$ cat config.mk
export PLATFORM = sky130hd
export DESIGN_NAME = gauge_mode_control_registers
export DESIGN_NICKNAME = d
export VERILOG_FILES = /design/src/include/gauge_regs_pkg.sv /design/src/rtl/gauge_mode_control_registers.sv
export SDC_FILE = /design/constraint.sdc
export NUM_CORES = 1
export LEC_CHECK = 0
export ABC_AREA = 1
export BUFFER_PORTS_ARGS = -buffer_cell sky130_fd_sc_hd__buf_2
export CAP_MARGIN = 25
export CORE_AREA = 2 2 52 54
export DETAILED_ROUTE_END_ITERATION = 12
export DIE_AREA = 0 0 54 56
export PLACE_DENSITY = 0.74
export SYNTH_ARGS = -nofsm -noshare
export SYNTH_HDL_FRONTEND = slang
export SYNTH_SLANG_ARGS = --single-unit
$ cat constraint.sdc
create_clock -name clk_i -period 1.42 [get_ports clk_i]
set_input_delay 0.071 -clock clk_i [delete_from_list [all_inputs] [get_ports clk_i]]
set_output_delay 0.071 -clock clk_i [all_outputs]
set_load 0.02 [all_outputs]
$ cat src/include/gauge_regs_pkg.sv
package gauge_regs_pkg;

	// ----------------------------------------------------------------
	// Register addresses and layout
	// ----------------------------------------------------------------
	localparam logic [7:0] MODE_CONFIG_ADDR = 8'h00;
	localparam logic [7:0] CONTROL_STATUS_ADDR = 8'h01;

	localparam int MODE_POWER_SAVING_BIT = 0;
	localparam int MODE_VOLT_CLEAR_BIT = 1;
	localparam int MODE_COUL_CLEAR_BIT = 2;
	localparam int MODE_ALARM_ENABLE_BIT = 3;
	localparam int MODE_OPERATE_BIT = 4;
	localparam int MODE_COUL_FORCE_BIT = 5;
	localparam int MODE_VOLT_FORCE_BIT = 6;

	localparam int CTRL_ALARM_LEVEL_BIT = 0;
	localparam int CTRL_COUNT_CLEAR_BIT = 1;
	localparam int CTRL_VOLT_SOURCE_BIT = 2;
	localparam int CTRL_BATTERY_LOSS_BIT = 3;
	localparam int CTRL_POWER_ON_BIT = 4;
	localparam int CTRL_LOW_CHARGE_BIT = 5;
	localparam int CTRL_LOW_VOLTAGE_BIT = 6;

	// ----------------------------------------------------------------
	// Reset values
	// ----------------------------------------------------------------
	localparam logic POWER_SAVING_RESET = 1'b1;
	localparam logic ALARM_ENABLE_RESET = 1'b1;
	localparam logic OPERATE_RESET = 1'b0;
	localparam logic ALARM_DRIVE_RESET = 1'b1;
	localparam logic POWER_ON_FLAG_RESET = 1'b1;
	localparam logic [2:0] PIN_SYNC_RESET = 3'h7;

endpackage

$ cat src/rtl/gauge_mode_control_registers.sv
`timescale 1ns/10ps
// Functional notes
// - Mode bit 0 selects power-saving; resets 1
// - Mode bit 1 clears voltage correction, self-clears once bit 4 is set
// - Mode bit 2 clears coulomb correction, self-clears once bit 4 is set
// - Mode bit 3 enables alarm; resets 1
// - Mode bit 4 zero holds standby freeze
// - Mode bit 5 zeroes relaxation counter, self-clears
// - Mode bit 6 loads relaxation maximum, self-clears
// - Control bit 0 reads sampled alarm pin
// - Control bit 0 written 0 forces pin low
// - Control bit 1 resets conversion counter, self-clears
// - Control bit 2 shows voltage source; resets 0
// - Battery loss flag: device sets, host zeroes
// - Control bit 4 reads power-on flag, default 1
// - Control bit 4 write drives soft reset
// - Low-charge flag sticky until host writes 0
// - Low-voltage flag sticky until host writes 0
// - All registers reset; power-on flag records it
module gauge_mode_control_registers (
	input wire logic clk_i,
	input wire logic resetn_i,
	input wire logic [7:0] reg_addr_i,
	input wire logic [7:0] reg_wdata_i,
	input wire logic reg_write_i,
	output logic [7:0] reg_rdata_o,
	input wire logic alarm_pin_i,
	output logic alarm_pin_o,
	output logic alarm_pin_oe_n_o,
	input wire logic battery_loss_event_i,
	input wire logic low_charge_event_i,
	input wire logic low_voltage_event_i,
	input wire logic voltage_source_active_i,
	output logic power_saving_select_o,
	output logic alarm_function_enable_o,
	output logic gauge_operate_o,
	output logic voltage_correction_clear_o,
	output logic coulomb_correction_clear_o,
	output logic coulomb_force_o,
	output logic voltage_force_o,
	output logic conversion_count_clear_o,
	output logic soft_reset_o
);

	// ----------------------------------------------------------------
	// Write decode
	// ----------------------------------------------------------------
	logic mode_write;
	logic ctrl_write;

	always_comb begin
		mode_write = 1'b0;
		ctrl_write = 1'b0;
		if (reg_write_i && reg_addr_i == gauge_regs_pkg::MODE_CONFIG_ADDR) begin
			mode_write = 1'b1;
		end else if (reg_write_i && reg_addr_i == gauge_regs_pkg::CONTROL_STATUS_ADDR) begin
			ctrl_write = 1'b1;
		end
	end

	// ----------------------------------------------------------------
	// Mode register
	// ----------------------------------------------------------------
	logic power_saving_select_reg;
	logic alarm_function_enable_reg;
	logic gauge_operate_reg;
	logic voltage_correction_clear_reg;
	logic coulomb_correction_clear_reg;
	logic coulomb_force_reg;
	logic voltage_force_reg;

	always_ff @(posedge clk_i or negedge resetn_i) begin
		if (!resetn_i) begin
			power_saving_select_reg <= gauge_regs_pkg::POWER_SAVING_RESET;
			alarm_function_enable_reg <= gauge_regs_pkg::ALARM_ENABLE_RESET;
			gauge_operate_reg <= gauge_regs_pkg::OPERATE_RESET;
		end else if (mode_write) begin
			power_saving_select_reg <= reg_wdata_i[gauge_regs_pkg::MODE_POWER_SAVING_BIT];
			alarm_function_enable_reg <= reg_wdata_i[gauge_regs_pkg::MODE_ALARM_ENABLE_BIT];
			gauge_operate_reg <= reg_wdata_i[gauge_regs_pkg::MODE_OPERATE_BIT];
		end
	end

	// The correction clears linger while in standby so the frozen gauge
	// still sees them once it starts; they drop on the first running cycle.
	always_ff @(posedge clk_i or negedge resetn_i) begin
		if (!resetn_i) begin
			voltage_correction_clear_reg <= 1'b0;
			coulomb_correction_clear_reg <= 1'b0;
		end else if (mode_write) begin
			voltage_correction_clear_reg <= reg_wdata_i[gauge_regs_pkg::MODE_VOLT_CLEAR_BIT];
			coulomb_correction_clear_reg <= reg_wdata_i[gauge_regs_pkg::MODE_COUL_CLEAR_BIT];
		end else if (gauge_operate_reg) begin
			voltage_correction_clear_reg <= 1'b0;
			coulomb_correction_clear_reg <= 1'b0;
		end
	end

	// Force strobes last exactly one cycle after the write.
	always_ff @(posedge clk_i or negedge resetn_i) begin
		if (!resetn_i) begin
			coulomb_force_reg <= 1'b0;
			voltage_force_reg <= 1'b0;
		end else begin
			coulomb_force_reg <= mode_write && reg_wdata_i[gauge_regs_pkg::MODE_COUL_FORCE_BIT];
			voltage_force_reg <= mode_write && reg_wdata_i[gauge_regs_pkg::MODE_VOLT_FORCE_BIT];
		end
	end

	// ----------------------------------------------------------------
	// Control register
	// ----------------------------------------------------------------
	logic alarm_pin_level_drive_reg;
	logic conversion_count_clear_reg;
	logic voltage_source_indicator_reg;
	logic battery_loss_flag_reg;
	logic power_on_flag_reg;
	logic soft_reset_reg;
	logic low_charge_flag_reg;
	logic low_voltage_flag_reg;

	always_ff @(posedge clk_i or negedge resetn_i) begin
		if (!resetn_i) begin
			alarm_pin_level_drive_reg <= gauge_regs_pkg::ALARM_DRIVE_RESET;
		end else if (ctrl_write) begin
			alarm_pin_level_drive_reg <= reg_wdata_i[gauge_regs_pkg::CTRL_ALARM_LEVEL_BIT];
		end
	end

	always_ff @(posedge clk_i or negedge resetn_i) begin
		if (!resetn_i) begin
			conversion_count_clear_reg <= 1'b0;
		end else begin
			conversion_count_clear_reg <= ctrl_write
				&& reg_wdata_i[gauge_regs_pkg::CTRL_COUNT_CLEAR_BIT];
		end
	end

	always_ff @(posedge clk_i or negedge resetn_i) begin
		if (!resetn_i) begin
			voltage_source_indicator_reg <= 1'b0;
		end else begin
			voltage_source_indicator_reg <= voltage_source_active_i;
		end
	end

	// Set wins over a clearing write in the same cycle, so no event is lost.
	always_ff @(posedge clk_i or negedge resetn_i) begin
		if (!resetn_i) begin
			battery_loss_flag_reg <= 1'b0;
		end else if (battery_loss_event_i) begin
			battery_loss_flag_reg <= 1'b1;
		end else if (ctrl_write && !reg_wdata_i[gauge_regs_pkg::CTRL_BATTERY_LOSS_BIT]) begin
			battery_loss_flag_reg <= 1'b0;
		end
	end

	always_ff @(posedge clk_i or negedge resetn_i) begin
		if (!resetn_i) begin
			low_charge_flag_reg <= 1'b0;
		end else if (low_charge_event_i) begin
			low_charge_flag_reg <= 1'b1;
		end else if (ctrl_write && !reg_wdata_i[gauge_regs_pkg::CTRL_LOW_CHARGE_BIT]) begin
			low_charge_flag_reg <= 1'b0;
		end
	end

	always_ff @(posedge clk_i or negedge resetn_i) begin
		if (!resetn_i) begin
			low_voltage_flag_reg <= 1'b0;
		end else if (low_voltage_event_i) begin
			low_voltage_flag_reg <= 1'b1;
		end else if (ctrl_write && !reg_wdata_i[gauge_regs_pkg::CTRL_LOW_VOLTAGE_BIT]) begin
			low_voltage_flag_reg <= 1'b0;
		end
	end

	// The hard reset sets the power-on flag; software drives it afterwards.
	always_ff @(posedge clk_i or negedge resetn_i) begin
		if (!resetn_i) begin
			power_on_flag_reg <= gauge_regs_pkg::POWER_ON_FLAG_RESET;
		end else if (ctrl_write) begin
			power_on_flag_reg <= reg_wdata_i[gauge_regs_pkg::CTRL_POWER_ON_BIT];
		end
	end

	always_ff @(posedge clk_i or negedge resetn_i) begin
		if (!resetn_i) begin
			soft_reset_reg <= 1'b0;
		end else begin
			soft_reset_reg <= ctrl_write && reg_wdata_i[gauge_regs_pkg::CTRL_POWER_ON_BIT];
		end
	end

	// ----------------------------------------------------------------
	// Alarm pin
	// ----------------------------------------------------------------
	logic [2:0] alarm_sync_reg;
	logic alarm_level_reg;
	logic alarm_drive_low_reg;

	// Three stages; the level only moves when the second and third agree.
	always_ff @(posedge clk_i or negedge resetn_i) begin
		if (!resetn_i) begin
			alarm_sync_reg <= gauge_regs_pkg::PIN_SYNC_RESET;
		end else begin
			alarm_sync_reg <= {alarm_sync_reg[1:0], alarm_pin_i};
		end
	end

	always_ff @(posedge clk_i or negedge resetn_i) begin
		if (!resetn_i) begin
			alarm_level_reg <= 1'b1;
		end else if (alarm_sync_reg[1] == alarm_sync_reg[2]) begin
			alarm_level_reg <= alarm_sync_reg[2];
		end
	end

	// Open drain: the pin is only ever pulled low, never driven high.
	always_ff @(posedge clk_i or negedge resetn_i) begin
		if (!resetn_i) begin
			alarm_drive_low_reg <= 1'b0;
		end else begin
			alarm_drive_low_reg <= !alarm_pin_level_drive_reg
				|| (alarm_function_enable_reg
				&& (low_charge_flag_reg || low_voltage_flag_reg));
		end
	end

	assign alarm_pin_o = 1'b0;
	assign alarm_pin_oe_n_o = !alarm_drive_low_reg;

	// ----------------------------------------------------------------
	// Read mux
	// ----------------------------------------------------------------
	logic [7:0] mode_rdata;
	logic [7:0] ctrl_rdata;

	always_comb begin
		mode_rdata = 8'h00;
		mode_rdata[gauge_regs_pkg::MODE_POWER_SAVING_BIT] = power_saving_select_reg;
		mode_rdata[gauge_regs_pkg::MODE_VOLT_CLEAR_BIT] = voltage_correction_clear_reg;
		mode_rdata[gauge_regs_pkg::MODE_COUL_CLEAR_BIT] = coulomb_correction_clear_reg;
		mode_rdata[gauge_regs_pkg::MODE_ALARM_ENABLE_BIT] = alarm_function_enable_reg;
		mode_rdata[gauge_regs_pkg::MODE_OPERATE_BIT] = gauge_operate_reg;
		ctrl_rdata = 8'h00;
		ctrl_rdata[gauge_regs_pkg::CTRL_ALARM_LEVEL_BIT] = alarm_level_reg;
		ctrl_rdata[gauge_regs_pkg::CTRL_VOLT_SOURCE_BIT] = voltage_source_indicator_reg;
		ctrl_rdata[gauge_regs_pkg::CTRL_BATTERY_LOSS_BIT] = battery_loss_flag_reg;
		ctrl_rdata[gauge_regs_pkg::CTRL_POWER_ON_BIT] = power_on_flag_reg;
		ctrl_rdata[gauge_regs_pkg::CTRL_LOW_CHARGE_BIT] = low_charge_flag_reg;
		ctrl_rdata[gauge_regs_pkg::CTRL_LOW_VOLTAGE_BIT] = low_voltage_flag_reg;
	end

	always_ff @(posedge clk_i or negedge resetn_i) begin
		if (!resetn_i) begin
			reg_rdata_o <= 8'h00;
		end else if (reg_addr_i == gauge_regs_pkg::MODE_CONFIG_ADDR) begin
			reg_rdata_o <= mode_rdata;
		end else if (reg_addr_i == gauge_regs_pkg::CONTROL_STATUS_ADDR) begin
			reg_rdata_o <= ctrl_rdata;
		end else begin
			reg_rdata_o <= 8'h00;
		end
	end

	// ----------------------------------------------------------------
	// Outputs
	// ----------------------------------------------------------------
	assign power_saving_select_o = power_saving_select_reg;
	assign alarm_function_enable_o = alarm_function_enable_reg;
	assign gauge_operate_o = gauge_operate_reg;
	assign voltage_correction_clear_o = voltage_correction_clear_reg;
	assign coulomb_correction_clear_o = coulomb_correction_clear_reg;
	assign coulomb_force_o = coulomb_force_reg;
	assign voltage_force_o = voltage_force_reg;
	assign conversion_count_clear_o = conversion_count_clear_reg;
	assign soft_reset_o = soft_reset_reg;

endmodule

; ---- Word-level counts from Yosys, hierarchy flattened
; Cells that the tools add are included.
[totals]
reg_bits = 28
input_bits = 24
output_inout_bits = 19
word_cells = 57
[op_classes]
n_eq_ne = 2
mux = 14
n_reduce_logical = 22
[op_table]
columns = cell, n
row1 = 7-bit 2-to-1 mux, 2
row2 = 1-bit 2-to-1 mux, 12
row3 = 1-bit logical AND, 10
row4 = 8-bit by 1-bit equality test with 1-bit output (second input constant), 1
row5 = 8-bit logical NOT, 1
row6 = 2-bit nonzero test, 4
row7 = 1-bit logical NOT, 5
row8 = 1-bit logical OR, 2
row9 = 1-bit equality test, 1

; ---- Longest topological paths before layout
[logic_depth]
ltp_word = 7
ltp_mapped = 7
mapped_depth_nobuf = 7

; ---- Worst setup path before layout
; OpenSTA, ideal clock, no wires.
[synth_path]
path_kind = register to register
from = register alarm_function_enable_reg, in the netlist alarm_function_enable_o
to = register alarm_drive_low_reg
setup_time_ps = 65
arrival_time_ps = 730
t_required_ps = 1355
setup_slack_ps = 625
path_stages_with_launch = 3
n_path_buf = 0
path_cell_list = dfstp_2 o21ai_0 nand2_1
[synth_via]
elab_chain_len = 2
[synth_rtl]
columns = element, line_no
row1 = from (decl), gauge_mode_control_registers.sv:65  ; logic alarm_function_enable_reg;
row2 = from (signal assigned), gauge_mode_control_registers.sv:75  ; alarm_function_enable_reg <= gauge_regs_pkg::ALARM_ENABLE_RESET;
row3 = from (signal assigned), gauge_mode_control_registers.sv:79  ; alarm_function_enable_reg <= reg_wdata_i[gauge_regs_pkg::MODE_ALARM_ENABLE_BIT];
row4 = 1-bit logical AND, gauge_mode_control_registers.sv:226  ; && (low_charge_flag_reg || low_voltage_flag_reg));
row5 = 1-bit logical OR, gauge_mode_control_registers.sv:225  ; || (alarm_function_enable_reg
row6 = to (signal assigned), gauge_mode_control_registers.sv:224  ; alarm_drive_low_reg <= !alarm_pin_level_drive_reg
row7 = to (decl), gauge_mode_control_registers.sv:200  ; logic alarm_drive_low_reg;
; No other way between the ends.
; A chain may end at the register's enable or synchronous reset.

; ---- Worst setup path in the final report
[layout_path]
from = register alarm_function_enable_reg, in the netlist alarm_function_enable_o
to = output port alarm_function_enable_o
[layout_lines]
columns = element, line_no
row1 = to (decl), gauge_mode_control_registers.sv:35  ; output logic alarm_function_enable_o,
; No word-level cell between the ends.

==> metrics.yaml <==
cts:
  clk_pin_slew_worst_paths_ps: 130
  clk_latency_ps: 320
  ctsResizeCount: 0
  cts-root-buf: "clkbuf_4"
  clock-sinks: 27
  h-tree-depth: 1
  cts_tree: "yes"
  cts_buffers: 3
  clk_path_buf_depth: 2
cells_and_area:
  multiInputGateArea_um2: 338
  diodes: 0
  regArea_um2: 686
  fin_nets: 187
  area_growth_pct: 34.6
  drive_gt1_share_pct: 38.9
  fin_area_mm2: 0.00147
  largest_register_ffs: 7
  utilization_pct: 60.6
  final.fill_count: 213
detailed_routing:
  final_antenna_net_count: 0
  wl_per_cell_um: 11.0
  drc: 0
  drtIter0Drc: 14
  drt-pass1-iter-count: 4
  vias_per_cell: 4.53
  via_count: 870
  totalWireLength_um: 2120
yosys:
  syn_inst: 107
  synth_edf_count: 0
  synthDistinctLibCells: 17
  avgSynthCellArea_um2: 10.2
  ys_top_cells_by_area: "dfrtp_1 43%, dfstp_2 19%, nand2_1 8.9%"
  ys_seq_elements: 27
  syn-cell-area_mm2: 0.00109
  ys_seq_area_share_pct: 62.6
  async_flop_share_pct: 100
  synth_top_area_cell: "dfrtp_1"
  synth_top_area_share_pct: 43.4
  yosys_warnings: 0
  ys.flop_type: "dfrtp_1"
status:
  status: "finished clean"
critical_path:
  crit_arrival_ps: 1060
  rr_worst_depth: 1
  rr_startpoint: "alarm_level_reg$_DFFE_PN1N_"
  worst_path_largest_cell_delay_ps: 580
  critPathSlowestCell: "dfstp_2"
  cp-start-kind: "flop"
  crit_buf_inv: 1
  critPathMaxFanout: 4
  endpoint_kind: "output pin"
  critPathTopFamily: "flip-flops"
  r2r_slack_ps: 620
  r2r_end: "alarm_level_reg$_DFFE_PN1N_"
  path_cells: "buf_2"
  crit_type: "flop to output pin"
  worstPathRequired_ps: 1350
hold_path:
  holdPathEnd: "power_on_flag_reg$_DFFE_PN1P_"
  min_from: "reg_write_i"
  hp-class: "primary input to flop"
  min_path_cells: 3
global_route:
  track_usage_pct: 16.0
  grt_busiest_layer: "met2"
  grt_util_met3_pct: 2.69
  grt_max_degree: 28
  met2_usage_pct: 28.6
  overflow: 0
  grt_pass1_wl_um: 3590
  grtUsageMet1_pct: 17.8
  grt_pass1_vias: 874
  antenna_found_initial: 0
sta:
  relSlewSlack_pct: 62.3
  worstMarginPinSlew_ps: 566
  period_share_pct: 79.9
  worst_slack_ps: 285
  setup_viol: 0
  fin_skew_ps: 1.73
  rsz0062_at_grt: "no"
  slew_viol_final: 0
  fin_crit_ps: 1130
  tns_ps: 0
  fmax_ghz: 0.881
  hold_viol: 0
  whs_ps: 52.2
power:
  power_density_mw_per_mm2: 861
  p_leak_nw: 0.860
  ir_drop_v: 0.000644
placement:
  place_ws_ps: 407
  place_area_mm2: 0.00132
  gp_congestion: 0.787
  port_buffers: 39
  place_hpwl_um: 1570
floorplan:
  rows: 18
  coreArea_mm2: 0.00243
  die_h_um: 56
  ios: 43
  die_x_um: 54
  dieArea_mm2: 0.00302
  initial_core_util_pct: 45.0
run:
  maxCapViolations: 0
==> metrics by stage <==
| stage | power [mW] | instances |
|---|---|---|
| 2_1_floorplan | 0.879 | 108 |
| 3_3_place_gp | 0.937 | 175 |
| 3_5_place_dp | 0.942 | 175 |
| 4_1_cts | 1.28 | 192 |
| 5_1_grt | 1.33 | 192 |
| 6_report | 1.27 | 192 |
==> worst max-delay path by stage <==
stage	startpoint	to	slack, ps	cells past startpoint
after global routing	alarm_function_enable_o$_DFFE_PN1P_	alarm_function_enable_o	240	1
after floorplan	alarm_function_enable_o$_DFFE_PN1P_	alarm_drive_low_reg$_DFF_PN0_	630	2
after CTS	alarm_function_enable_o$_DFFE_PN1P_	alarm_function_enable_o	280	1
final	alarm_function_enable_o$_DFFE_PN1P_	alarm_function_enable_o	290	1
after global placement	reg_addr_i[7]	coulomb_correction_clear_o$_DFFE_PN0P_	460	7
after detailed placement	reg_addr_i[0]	voltage_correction_clear_o$_DFFE_PN0P_	410	7
==> Yosys cell counts, types with 2 or more instances <==
cell	number
nor2_2	3
buf_4	2
nand2_2	3
nand3_1	7
o21ai_1	6
dfrtp_1	19
nor2_1	8
inv_1	16
dfstp_2	8
nand2_4	2
nand2_1	26
nor2_8	2
==> metal layers <==
layer | up-vias | part of all wire, %
met5 | - | 0
met2 | 26 | 55
met3 | 4 | 4.9
li1 | 433 | -
met1 | 407 | 39
met4 | 0 | 1.1
==> cell families after synthesis <==
family	share of synthesized area, %
AO/OA/AOI/OAI	4.23
adder cells (fa/ha/maj)	0.914
other	0.343
AND/OR/NAND/NOR	25.0
buffers and inverters	6.86
flip-flops	62.6
==> report_power, final <==
group / total (mW) / internal [mW] / leakage [nW] / switching (mW)
combinational: 0.145 / 0.0664 / 0.517 / 0.0782
sequential: 0.809 / 0.798 / 0.326 / 0.0109
clock: 0.316 / 0.105 / 0.0177 / 0.210
==> what timing repair did <==
item / 4_1_cts / 5_1_grt
hold buffers: 13 / 0
hold endpoints to repair: 32 / 0
buffers inserted: 0 / 0
==> tightest hold or removal path: cells and delay by family <==
| family | cells | cell delay, ps |
|---|---|---|
| and+or+nand+nor | 1 | 100 |
| AOI/OAI and AO/OA | 1 | 60 |
| buffers and inverters | 1 | 140 |
==> cell usage in the layout (no fill, tap or decap) <==
| cell type | count |
|---|---|
| buf_2 | 39 |
| nand2_1 | 26 |
| dfrtp_1 | 19 |
| inv_1 | 16 |
| dlygate4sd3_1 | 13 |
| nor2_1 | 8 |
| dfstp_2 | 8 |
| nand3_1 | 7 |
| o21ai_1 | 6 |
| nor2_2 | 3 |
| nand2_2 | 3 |
| clkbuf_4 | 3 |
| nand2_4 | 2 |
| nor2_8 | 2 |
| conb_1 | 2 |
| nor2_4 | 1 |
| a21boi_2 | 1 |
| o21ai_0 | 1 |
| maj3_1 | 1 |
| clkinv_2 | 1 |
==> layout make-up <==
class	count	area share [%]
sequential	27	46.5
multi-input combinational	63	22.9
timing repair buffer	52	22.1
inverter	16	4.07
tap	30	2.55
clock buffer	3	1.53
clock inverter	1	0.340
No activity file was read; power rests on OpenSTA's default activity.
